<file path="config.mk">
export PLATFORM = sky130hd
export DESIGN_NAME = aqp_core
export DESIGN_NICKNAME = d
export VERILOG_FILES = /design/src/include/aqp_pkg.sv /design/src/rtl/aqp_core.sv /design/src/rtl/aqp_tap_mem.sv
export VERILOG_INCLUDE_DIRS = /design/src /design/src/include
export SDC_FILE = /design/constraint.sdc
export NUM_CORES = 2
export LEC_CHECK = 0
export BUFFER_PORTS_ARGS = -buffer_cell sky130_fd_sc_hd__buf_2
export CAP_MARGIN = 10
export CORE_MARGIN = 8
export CORE_UTILIZATION = 40
export DETAILED_ROUTE_END_ITERATION = 8
export PLACE_DENSITY = 0.69
export SLEW_MARGIN = 20
export SYNTH_ARGS = -nofsm -noshare
export SYNTH_HDL_FRONTEND = slang
export SYNTH_SLANG_ARGS = --single-unit
export TNS_END_PERCENT = 100
</file>
<file path="constraint.sdc">
create_clock -name clk -period 36.4 [get_ports clk]
set_clock_uncertainty 0.1 [all_clocks]
set_input_delay 5.46 -clock clk [delete_from_list [all_inputs] [get_ports clk]]
set_output_delay 5.46 -clock clk [all_outputs]
set_load 0.01 [all_outputs]
</file>
<file path="src/include/aqp_regs.svh">
// Constants of the ADPCM quantizer and predictor datapath.
`ifndef AQP_REGS_SVH
`define AQP_REGS_SVH

`define AQP_NUM_TAPS 8
`define AQP_NUM_ZEROS 6
`define AQP_NUM_BOUNDS 7
`define AQP_LAST_TAP 3'h7
`define AQP_LAST_ZERO 3'h5

// Region boundaries of the normalised log difference, 12-bit two's complement.
`define AQP_QB0 12'hF84
`define AQP_QB1 12'h050
`define AQP_QB2 12'h0B2
`define AQP_QB3 12'h0F6
`define AQP_QB4 12'h12C
`define AQP_QB5 12'h15D
`define AQP_QB6 12'h190

// Inverse level table, 24-bit words; the top 12 bits hold the log value.
`define AQP_IQ0 24'h800000
`define AQP_IQ1 24'h004000
`define AQP_IQ2 24'h087000
`define AQP_IQ3 24'h0D5000
`define AQP_IQ4 24'h111000
`define AQP_IQ5 24'h143000
`define AQP_IQ6 24'h175000
`define AQP_IQ7 24'h1A0000

`define AQP_ZERO_MANT 6'h20
`define AQP_MAX_EXP 4'hE
`define AQP_PP_EXP_BIAS 5'h1A
`define AQP_MAG_MAX 15'h7FFF

`endif

</file>
<file path="src/include/aqp_pkg.sv">
// Types shared by the ADPCM quantizer and predictor datapath.
package aqp_pkg;

  typedef struct packed {
    logic sgn;
    logic [3:0] exp;
    logic [5:0] mant;
  } aqp_float_t;

  typedef struct packed {
    logic [1:0][15:0] pole;
    logic [5:0][15:0] zero;
  } aqp_coef_t;

  typedef enum logic [3:0] {
    ST_INIT,
    ST_IDLE,
    ST_FETCH,
    ST_TAP,
    ST_DIFF,
    ST_SEARCH,
    ST_INVQ,
    ST_ANTI,
    ST_RECON,
    ST_STORE
  } aqp_state_t;

endpackage

</file>
<file path="src/rtl/aqp_core.sv">
// ADPCM quantizer, inverse quantizer and eight-tap prediction filter.
`timescale 1ns/100ps
`default_nettype none
`include "aqp_regs.svh"
module aqp_core
  import aqp_pkg::*;
(
  input wire logic clk,
  input wire logic rst_n,
  input wire logic sample_valid,
  input wire logic [15:0] sample_in,
  input wire logic decode_mode,
  input wire logic [3:0] codeword_in,
  input wire logic [12:0] scale_factor,
  input wire aqp_coef_t coef,
  output logic sample_ready,
  output logic [3:0] codeword_out,
  output logic codeword_valid,
  output logic [15:0] estimate_out,
  output logic [15:0] dq_out,
  output logic [15:0] recon_out,
  output logic done
);

  ////////////////////////////////////////////////////////////////////////////
  localparam logic [11:0] QB [`AQP_NUM_BOUNDS] = '{`AQP_QB0, `AQP_QB1, `AQP_QB2,
    `AQP_QB3, `AQP_QB4, `AQP_QB5, `AQP_QB6};
  localparam logic [23:0] IQ [`AQP_NUM_TAPS] = '{`AQP_IQ0, `AQP_IQ1, `AQP_IQ2,
    `AQP_IQ3, `AQP_IQ4, `AQP_IQ5, `AQP_IQ6, `AQP_IQ7};

  // A zero magnitude keeps an explicit leading one so later products stay sane.
  function automatic aqp_float_t to_float(input logic sgn, input logic [14:0] mag);
    aqp_float_t f;
    logic [3:0] e;
    logic [20:0] sh;
    e = 4'h0;
    for (int i = 0; i < 15; i++)
    begin
      if (mag[i])
      begin
        e = 4'(i + 1);
      end
    end
    sh = {mag, 6'h00} >> e;
    f.sgn = sgn;
    f.exp = e;
    f.mant = (mag == 15'h0000) ? `AQP_ZERO_MANT : sh[5:0];
    return f;
  endfunction

  function automatic logic [15:0] tap_mult(input logic [15:0] cw, input aqp_float_t d);
    logic [15:0] neg;
    logic [12:0] cm;
    aqp_float_t cf;
    logic [4:0] pe;
    logic [11:0] pm_full;
    logic [22:0] wide;
    logic [14:0] mag;
    neg = -cw;
    cm = cw[15] ? neg[14:2] : cw[14:2];
    cf = to_float(cw[15], {2'b00, cm});
    pe = 5'(cf.exp) + 5'(d.exp);
    pm_full = cf.mant * d.mant;
    if (pe > `AQP_PP_EXP_BIAS)
    begin
      wide = {8'h00, pm_full[11:4], 7'h00} << 5'(pe - `AQP_PP_EXP_BIAS);
    end
    else
    begin
      wide = {8'h00, pm_full[11:4], 7'h00} >> 5'(`AQP_PP_EXP_BIAS - pe);
    end
    mag = wide[14:0];
    return (cf.sgn ^ d.sgn) ? -{1'b0, mag} : {1'b0, mag};
  endfunction

  ////////////////////////////////////////////////////////////////////////////
  aqp_state_t state_r, state_nxt;
  logic [2:0] tap_r, tap_nxt;
  logic [2:0] dqp_r, dqp_nxt;
  logic srp_r, srp_nxt;
  logic [15:0] acc_r, acc_nxt;
  logic [15:0] smp_r, smp_nxt;
  logic [12:0] y_r, y_nxt;
  aqp_coef_t coef_r, coef_nxt;
  logic mode_r, mode_nxt;
  logic [3:0] rx_r, rx_nxt;
  logic neg_r, neg_nxt;
  logic [11:0] dln_r, dln_nxt;
  logic [2:0] q_r, q_nxt;
  logic [11:0] dql_r, dql_nxt;
  logic dqs_r, dqs_nxt;
  logic [14:0] dqm_r, dqm_nxt;
  logic ready_r, ready_nxt;
  logic [3:0] cw_r, cw_nxt;
  logic cwv_r, cwv_nxt;
  logic [15:0] se_r, se_nxt;
  logic [15:0] dq_r, dq_nxt;
  logic [15:0] sr_r, sr_nxt;
  logic done_r, done_nxt;

  logic mem_we;
  logic [2:0] mem_waddr;
  aqp_float_t mem_wdata;
  logic [2:0] mem_raddr;
  logic [10:0] mem_rdata;

  function automatic logic [2:0] tap_addr(input logic [2:0] t, input logic [2:0] dp, input logic sp);
    if (t <= `AQP_LAST_ZERO)
    begin
      return (dp >= t) ? 3'(dp - t) : 3'(dp + 3'h6 - t);
    end
    return {2'b11, sp ^ t[0]};
  endfunction

  aqp_tap_mem #(.DEPTH(`AQP_NUM_TAPS), .AW(3), .W(11)) u_mem (
    .clk(clk),
    .we(mem_we),
    .waddr(mem_waddr),
    .wdata(mem_wdata),
    .raddr(mem_raddr),
    .rdata_r(mem_rdata)
  );

  ////////////////////////////////////////////////////////////////////////////
  always_comb
  begin
    logic [15:0] prod;
    logic [15:0] sum;
    logic [16:0] dif;
    logic [16:0] dabs;
    logic [14:0] dm;
    aqp_float_t lf;
    logic [21:0] lsh;
    logic [3:0] le;
    logic [3:0] cwu;
    logic [2:0] idx;
    logic [7:0] am;
    logic [14:0] amag;
    logic [15:0] srn;
    prod = 16'h0000;
    sum = 16'h0000;
    dif = 17'h00000;
    dabs = 17'h00000;
    dm = 15'h0000;
    lf = '0;
    lsh = 22'h000000;
    le = 4'h0;
    cwu = 4'h0;
    idx = 3'h0;
    am = 8'h00;
    amag = 15'h0000;
    srn = 16'h0000;
    state_nxt = state_r;
    tap_nxt = tap_r;
    dqp_nxt = dqp_r;
    srp_nxt = srp_r;
    acc_nxt = acc_r;
    smp_nxt = smp_r;
    y_nxt = y_r;
    coef_nxt = coef_r;
    mode_nxt = mode_r;
    rx_nxt = rx_r;
    neg_nxt = neg_r;
    dln_nxt = dln_r;
    q_nxt = q_r;
    dql_nxt = dql_r;
    dqs_nxt = dqs_r;
    dqm_nxt = dqm_r;
    ready_nxt = 1'b0;
    cw_nxt = cw_r;
    cwv_nxt = 1'b0;
    se_nxt = se_r;
    dq_nxt = dq_r;
    sr_nxt = sr_r;
    done_nxt = 1'b0;
    mem_we = 1'b0;
    mem_waddr = 3'h0;
    mem_wdata = to_float(1'b0, 15'h0000);
    mem_raddr = tap_addr(3'h0, dqp_r, srp_r);
    unique case (state_r)
      ST_INIT:
      begin
        // The delay store has no reset of its own, so it is cleared entry by entry.
        mem_we = 1'b1;
        mem_waddr = tap_r;
        tap_nxt = 3'(tap_r + 3'h1);
        if (tap_r == `AQP_LAST_TAP)
        begin
          state_nxt = ST_IDLE;
          ready_nxt = 1'b1;
        end
      end
      ST_IDLE:
      begin
        ready_nxt = 1'b1;
        if (sample_valid)
        begin
          smp_nxt = sample_in;
          y_nxt = scale_factor;
          coef_nxt = coef;
          mode_nxt = decode_mode;
          rx_nxt = codeword_in;
          ready_nxt = 1'b0;
          state_nxt = ST_FETCH;
        end
      end
      ST_FETCH:
      begin
        mem_raddr = tap_addr(3'h0, dqp_r, srp_r);
        tap_nxt = 3'h0;
        acc_nxt = 16'h0000;
        state_nxt = ST_TAP;
      end
      ST_TAP:
      begin
        // Tap order runs the six zeros before the two poles.
        mem_raddr = tap_addr(3'(tap_r + 3'h1), dqp_r, srp_r);
        if (tap_r <= `AQP_LAST_ZERO)
        begin
          prod = tap_mult(coef_r.zero[tap_r], aqp_float_t'(mem_rdata));
        end
        else
        begin
          prod = tap_mult(coef_r.pole[tap_r[0]], aqp_float_t'(mem_rdata));
        end
        sum = acc_r + prod;
        acc_nxt = sum;
        tap_nxt = 3'(tap_r + 3'h1);
        if (tap_r == `AQP_LAST_TAP)
        begin
          se_nxt = {sum[15], sum[15:1]};
          state_nxt = ST_DIFF;
        end
      end
      ST_DIFF:
      begin
        dif = {smp_r[15], smp_r} - {se_r[15], se_r};
        dabs = dif[16] ? -dif : dif;
        dm = (dabs > {2'b00, `AQP_MAG_MAX}) ? `AQP_MAG_MAX : dabs[14:0];
        lf = to_float(1'b0, dm);
        // The exponent is the index of the leading one and the leading one itself is dropped, so log of one is zero.
        le = (dm == 15'h0000) ? 4'h0 : 4'(lf.exp - 4'h1);
        lsh = {dm, 7'h00} >> le;
        dln_nxt = {1'b0, le, lsh[6:0]} - {1'b0, y_r[12:2]};
        neg_nxt = dif[16];
        q_nxt = 3'h0;
        state_nxt = mode_r ? ST_INVQ : ST_SEARCH;
      end
      ST_SEARCH:
      begin
        // One boundary per cycle keeps a single comparator at the cost of latency.
        if ((q_r < 3'(`AQP_NUM_BOUNDS)) && ($signed(dln_r) >= $signed(QB[q_r])))
        begin
          q_nxt = 3'(q_r + 3'h1);
        end
        else
        begin
          cw_nxt = (neg_r || (q_r == 3'h0)) ? ~{1'b0, q_r} : {1'b0, q_r};
          cwv_nxt = 1'b1;
          state_nxt = ST_INVQ;
        end
      end
      ST_INVQ:
      begin
        cwu = mode_r ? rx_r : cw_r;
        idx = cwu[3] ? ~cwu[2:0] : cwu[2:0];
        dqs_nxt = cwu[3];
        dql_nxt = IQ[idx][23:12] + {1'b0, y_r[12:2]};
        state_nxt = ST_ANTI;
      end
      ST_ANTI:
      begin
        am = {1'b1, dql_r[6:0]};
        if (dql_r[11])
        begin
          amag = 15'h0000;
        end
        else if (dql_r[10:7] > `AQP_MAX_EXP)
        begin
          amag = `AQP_MAG_MAX;
        end
        else
        begin
          amag = {am, 7'h00} >> 4'(`AQP_MAX_EXP - dql_r[10:7]);
        end
        dqm_nxt = amag;
        dq_nxt = dqs_r ? -{1'b0, amag} : {1'b0, amag};
        state_nxt = ST_RECON;
      end
      ST_RECON:
      begin
        sr_nxt = se_r + dq_r;
        dqp_nxt = (dqp_r == `AQP_LAST_ZERO) ? 3'h0 : 3'(dqp_r + 3'h1);
        mem_we = 1'b1;
        mem_waddr = dqp_nxt;
        mem_wdata = to_float(dqs_r, dqm_r);
        state_nxt = ST_STORE;
      end
      ST_STORE:
      begin
        srn = -sr_r;
        srp_nxt = ~srp_r;
        mem_we = 1'b1;
        mem_waddr = {2'b11, ~srp_r};
        mem_wdata = to_float(sr_r[15], sr_r[15] ? srn[14:0] : sr_r[14:0]);
        done_nxt = 1'b1;
        ready_nxt = 1'b1;
        state_nxt = ST_IDLE;
      end
    endcase
  end

  ////////////////////////////////////////////////////////////////////////////
  always_ff @(posedge clk)
  begin
    if (!rst_n)
    begin
      state_r <= ST_INIT;
      tap_r <= 3'h0;
      dqp_r <= 3'h0;
      srp_r <= 1'b0;
      acc_r <= 16'h0000;
      smp_r <= 16'h0000;
      y_r <= 13'h0000;
      coef_r <= '0;
      mode_r <= 1'b0;
      rx_r <= 4'h0;
      neg_r <= 1'b0;
      dln_r <= 12'h000;
      q_r <= 3'h0;
      dql_r <= 12'h000;
      dqs_r <= 1'b0;
      dqm_r <= 15'h0000;
      ready_r <= 1'b0;
      cw_r <= 4'h0;
      cwv_r <= 1'b0;
      se_r <= 16'h0000;
      dq_r <= 16'h0000;
      sr_r <= 16'h0000;
      done_r <= 1'b0;
    end
    else
    begin
      state_r <= state_nxt;
      tap_r <= tap_nxt;
      dqp_r <= dqp_nxt;
      srp_r <= srp_nxt;
      acc_r <= acc_nxt;
      smp_r <= smp_nxt;
      y_r <= y_nxt;
      coef_r <= coef_nxt;
      mode_r <= mode_nxt;
      rx_r <= rx_nxt;
      neg_r <= neg_nxt;
      dln_r <= dln_nxt;
      q_r <= q_nxt;
      dql_r <= dql_nxt;
      dqs_r <= dqs_nxt;
      dqm_r <= dqm_nxt;
      ready_r <= ready_nxt;
      cw_r <= cw_nxt;
      cwv_r <= cwv_nxt;
      se_r <= se_nxt;
      dq_r <= dq_nxt;
      sr_r <= sr_nxt;
      done_r <= done_nxt;
    end
  end

  assign sample_ready = ready_r;
  assign codeword_out = cw_r;
  assign codeword_valid = cwv_r;
  assign estimate_out = se_r;
  assign dq_out = dq_r;
  assign recon_out = sr_r;
  assign done = done_r;

endmodule
`default_nettype wire

</file>
<file path="src/rtl/aqp_tap_mem.sv">
// Delay-line store for the floating-point prediction data.
`timescale 1ns/100ps
`default_nettype none
module aqp_tap_mem #(
  parameter int DEPTH = 8,
  parameter int AW = 3,
  parameter int W = 11
) (
  input wire logic clk,
  input wire logic we,
  input wire logic [AW-1:0] waddr,
  input wire logic [W-1:0] wdata,
  input wire logic [AW-1:0] raddr,
  output logic [W-1:0] rdata_r
);

  logic [W-1:0] mem [DEPTH];

  always_ff @(posedge clk)
  begin
    if (we)
    begin
      mem[waddr] <= wdata;
    end
    rdata_r <= mem[raddr];
  end

endmodule
`default_nettype wire

</file>
==> out/results.env <==
MAX_FREQ_GHz=0.06410
TIMING.CRITICAL_PATH.REQUIRED_PS=36730
STATUS='finished clean'
CTS.REPAIR.RESIZED=0
WORSTSKEWPAIRLATENCY_PS=570
CLOCKROOTBUFFER='sky130_fd_sc_hd__clkbuf_16'
ROUTED_WIRELENGTH_MM=93.44
GRT_PASS1_VIAS=27180
POSTSYNTHNETCOUNT=4400
LAYOUT_WORST_PATH_CYCLE_SHARE_PCT=42.86
DETAILEDROUTE.FIRSTITERATIONVIOLATIONS=2730
OVERALL_POWER_AFTER_LAYOUT_uW=1334
DIE-WIDTH_UM=293.6
YS_SEQ_ELEMENTS=383
CAP_VIOL_MAX_COUNT=0
AREA_USED_BY_MULTI_INPUT_COMBINATIONAL_LOGIC_SQ_UM=20610
POST-SYNTH-TOP-AREA-FRACTION_PCT=19.16
GRT_FIRST_PASS_WIRELENGTH_MM=147.7
SYNTHCELLS=4039
FIN_NETS=4479
REMAINING_DESIGN_RULE_VIOLATION_COUNT=0
CRITICAL-PATH-SLOWEST-CELL='sky130_fd_sc_hd__a222oi_1'
CTS_TREE='built'
CPPEAKSTAGEDELAY_PS=730
MOSTFREQUENTLAYOUTCELL='sky130_fd_sc_hd__nand2_1'
ROW_COUNT=101
ROUTE.DETAILED.VIAS_PER_INST=5.677
CTS.SINKS=383
GLOBAL_ROUTE.USAGE.TOTAL_PCT=20.59
ANT_NETS=0
GRT_MAX_DEGREE=103
PORT-BUFFER-COUNT=217
CLOCK_PATH_BUFFERS=3
WIRE_PER_INST_UM=18.03
ROUTABILITYCONGESTION=0.9353
FINAL-SETUP-VIOL-COUNT=0
POWER.IR.VDD_WORST_V=0.00004803
START_UTIL_PCT=40.51
CTS.CLK_SLEW.WORST_PATHS_PS=60
TIMING.CRITICAL_PATH.TO_TYPE='flop'
CRITPATHLAUNCHTYPE='flop'
CTS_MADE_BUFFERS=42
HOLD_WS_PS=351.2
WORST-PATH-MAX-FANOUT=58
COMMONEST_NON_FILL_NON_TAP_CELLS_IN_THE_LAYOUT='sky130_fd_sc_hd__nand2_1 (811), sky130_fd_sc_hd__a21oi_1 (372), sky130_fd_sc_hd__dfxtp_1 (294)'
LEAST_MARGIN_PIN_SLEW_PS=1069
ROUTE.VIAS.TOTAL=29410
P_R_AREA_GROWTH_VS_SYN_PCT=10.38
YOSYS.CELL_TYPES.COUNT=111
UNREPAIRED_SETUP_ENDPOINTS_AFTER_GLOBAL_ROUTING='false'
SYNTH.YOSYS.SEQ_AREA_SHARE_PCT=27.74
ASYNCSETRESETFLOPFRACSYNTH_PCT=0
FILL_CELLS=7719
POST_CTS_REPAIR_TIMING_SETUP_BUFFER_COUNT=0
POWERDENSITY_nW_PER_UM2=39.20
SYNTH_TOP_FLOP_CELL='sky130_fd_sc_hd__dfxtp_1'
DP_CELLS=5103
MAX-SLEW-MARGIN-REL_PCT=28.10
FP.COREAREA_SQ_UM=76080
CTS_HOLD_BUFFERS=0
SYNTHESIS.AREA_PER_INSTANCE_SQ_UM=7.630
YOSYSWARNINGCOUNT=0
DIE_HEIGHT_UM=293.6
FINALHOLDVIOLATIONS=0
FINALMAXSLEWVIOLATIONS=0
SETUP-TNS-FINAL_PS=0
CRIT_ARRIVAL_PS=15930
POST_ROUTE_CELLS_DRIVE_ABOVE_1_SHARE_PCT=11.23
SYNTH.CELL_AREA_SQ_UM=30820
HOLDCRITPATHCLASS='flop to flop'
POST-DP-HPWL_MM=69.37
DRT-PASS1-ITER-COUNT=6
IOPINCOUNT=220
FIN_CELLS=5181
GR-TOTAL-OVERFLOW=0
REGISTER_AREA_SQ_UM=8552
CPMOSTUSEDCELL='sky130_fd_sc_hd__a21oi_1'
SYNTH_EDF_COUNT=88
ANTENNA_FOUND_INITIAL=3
LAYOUT_MIN_CYCLE_TIME_PS=15600
CTSHTREEMAXLEVEL=2
WORSTSETUPPATHTYPE='flop to flop'
TOTAL_LEAKAGE_POWER_uW=0.01351
NETLIST.TOP_CELL.BY_AREA='sky130_fd_sc_hd__dfxtp_1'
FP.DIEAREA_SQ_UM=86180
SYNTHTOPCELLSBYAREA='sky130_fd_sc_hd__dfxtp_1 (19%), sky130_fd_sc_hd__nand2_1 (9.9%), sky130_fd_sc_hd__edfxtp_1 (8.6%)'
[sequential cells by signal, summed over array words and instances, names as in the netlist, 11 cells and up]
signal,count
estimate_out,15
recon_out,16
u_mem.rdata_r,11
y_r,11
dqm_r,15
u_mem.mem,88
dql_r,12
dq_out,15
coef_r,128
acc_r,16
smp_r,16
dln_r,12
[where the power goes]
part | internal (uW) | switching (uW) | leakage [uW]
Combinational | 166 | 277 | 0.00961
Clock | 256 | 188 | 0.000692
Sequential | 440 | 6.09 | 0.00321
[cell usage after synthesis, types with 13 or more instances]
cell / number
sky130_fd_sc_hd__a211oi_1: 39
sky130_fd_sc_hd__a21boi_0: 38
sky130_fd_sc_hd__a21o_1: 47
sky130_fd_sc_hd__a21oi_1: 373
sky130_fd_sc_hd__a221oi_1: 13
sky130_fd_sc_hd__a22oi_1: 18
sky130_fd_sc_hd__a31oi_1: 52
sky130_fd_sc_hd__and2_1: 79
sky130_fd_sc_hd__and3_1: 26
sky130_fd_sc_hd__clkbuf_1: 194
sky130_fd_sc_hd__dfxtp_1: 295
sky130_fd_sc_hd__edfxtp_1: 88
sky130_fd_sc_hd__fa_1: 43
sky130_fd_sc_hd__ha_1: 153
sky130_fd_sc_hd__inv_1: 184
sky130_fd_sc_hd__mux2_2: 39
sky130_fd_sc_hd__mux2i_1: 94
sky130_fd_sc_hd__nand2_1: 811
sky130_fd_sc_hd__nand2b_1: 36
sky130_fd_sc_hd__nand3_1: 100
sky130_fd_sc_hd__nand4_1: 15
sky130_fd_sc_hd__nor2_1: 246
sky130_fd_sc_hd__nor2b_1: 51
sky130_fd_sc_hd__nor3_1: 92
sky130_fd_sc_hd__nor4_1: 18
sky130_fd_sc_hd__o211a_1: 25
sky130_fd_sc_hd__o211ai_1: 32
sky130_fd_sc_hd__o21a_1: 21
sky130_fd_sc_hd__o21ai_0: 201
sky130_fd_sc_hd__o21ai_1: 20
sky130_fd_sc_hd__o21bai_1: 36
sky130_fd_sc_hd__o22ai_1: 13
sky130_fd_sc_hd__o31ai_1: 24
sky130_fd_sc_hd__or2_2: 25
sky130_fd_sc_hd__or3_1: 28
sky130_fd_sc_hd__xnor2_1: 124
sky130_fd_sc_hd__xor2_1: 69
[path summary, 6_finish.rpt]
| check | from | end | depth (start not counted) | slack, ps |
|---|---|---|---|---|
| worst max-delay path | tap_r[0] | estimate_out[14] | 59 | 20800 |
| worst min-delay path | coef_r[16] | coef_r[16] | 2 | 350 |
| worst max register to register | tap_r[0] | estimate_out[14] | 59 | 20800 |
| worst min register to register | coef_r[16] | coef_r[16] | 2 | 350 |
[area by class of cell]
type,instances,area share (%)
clock inverter,27,0.8864
timing repair buffer,260,4.134
multi-input combinational,3235,60.59
sequential,383,25.14
tap,1030,3.788
clock buffer,48,3.248
antenna,2,0.01471
inverter,196,2.200
[critical path: cells and delay by family, from the launching register on]
kind	cells	cell delay, ps
AO/OA/AOI/OAI	35	7950
AND/OR/NAND/NOR	11	2350
adder cells (fa/ha/maj)	6	2090
buffers and inverters	3	1080
multiplexers	2	780
flip-flops	1	570
XOR/XNOR	2	520
[per-layer routing]
metal	vias to the layer above	global-route usage [%]	wire length, um
met4	2	6.952	3043
met5	-	0	13
met1	13900	27.22	40530
li1	14420	-	-
met2	918	34.70	44430
met3	172	2.421	5428
[per-stage QoR]
step,area [sq um],setup slack (ps),util (%)
floorplan,30820,24010,-
global placement,32580,21060,42.83
detailed placement,32580,20960,42.83
CTS,33990,20910,44.68
global route,34020,19450,44.72
finish,34020,20800,44.72
[cell families after synthesis]
| kind of cell | synth area share, % |
|---|---|
| simple gates | 23.31 |
| compound gates | 23.46 |
| buf+inv | 5.607 |
| flops | 27.74 |
| fa+ha+maj | 9.005 |
| xor+xnor | 5.485 |
| mux | 5.392 |
No activity file was read; power rests on OpenSTA's default activity.
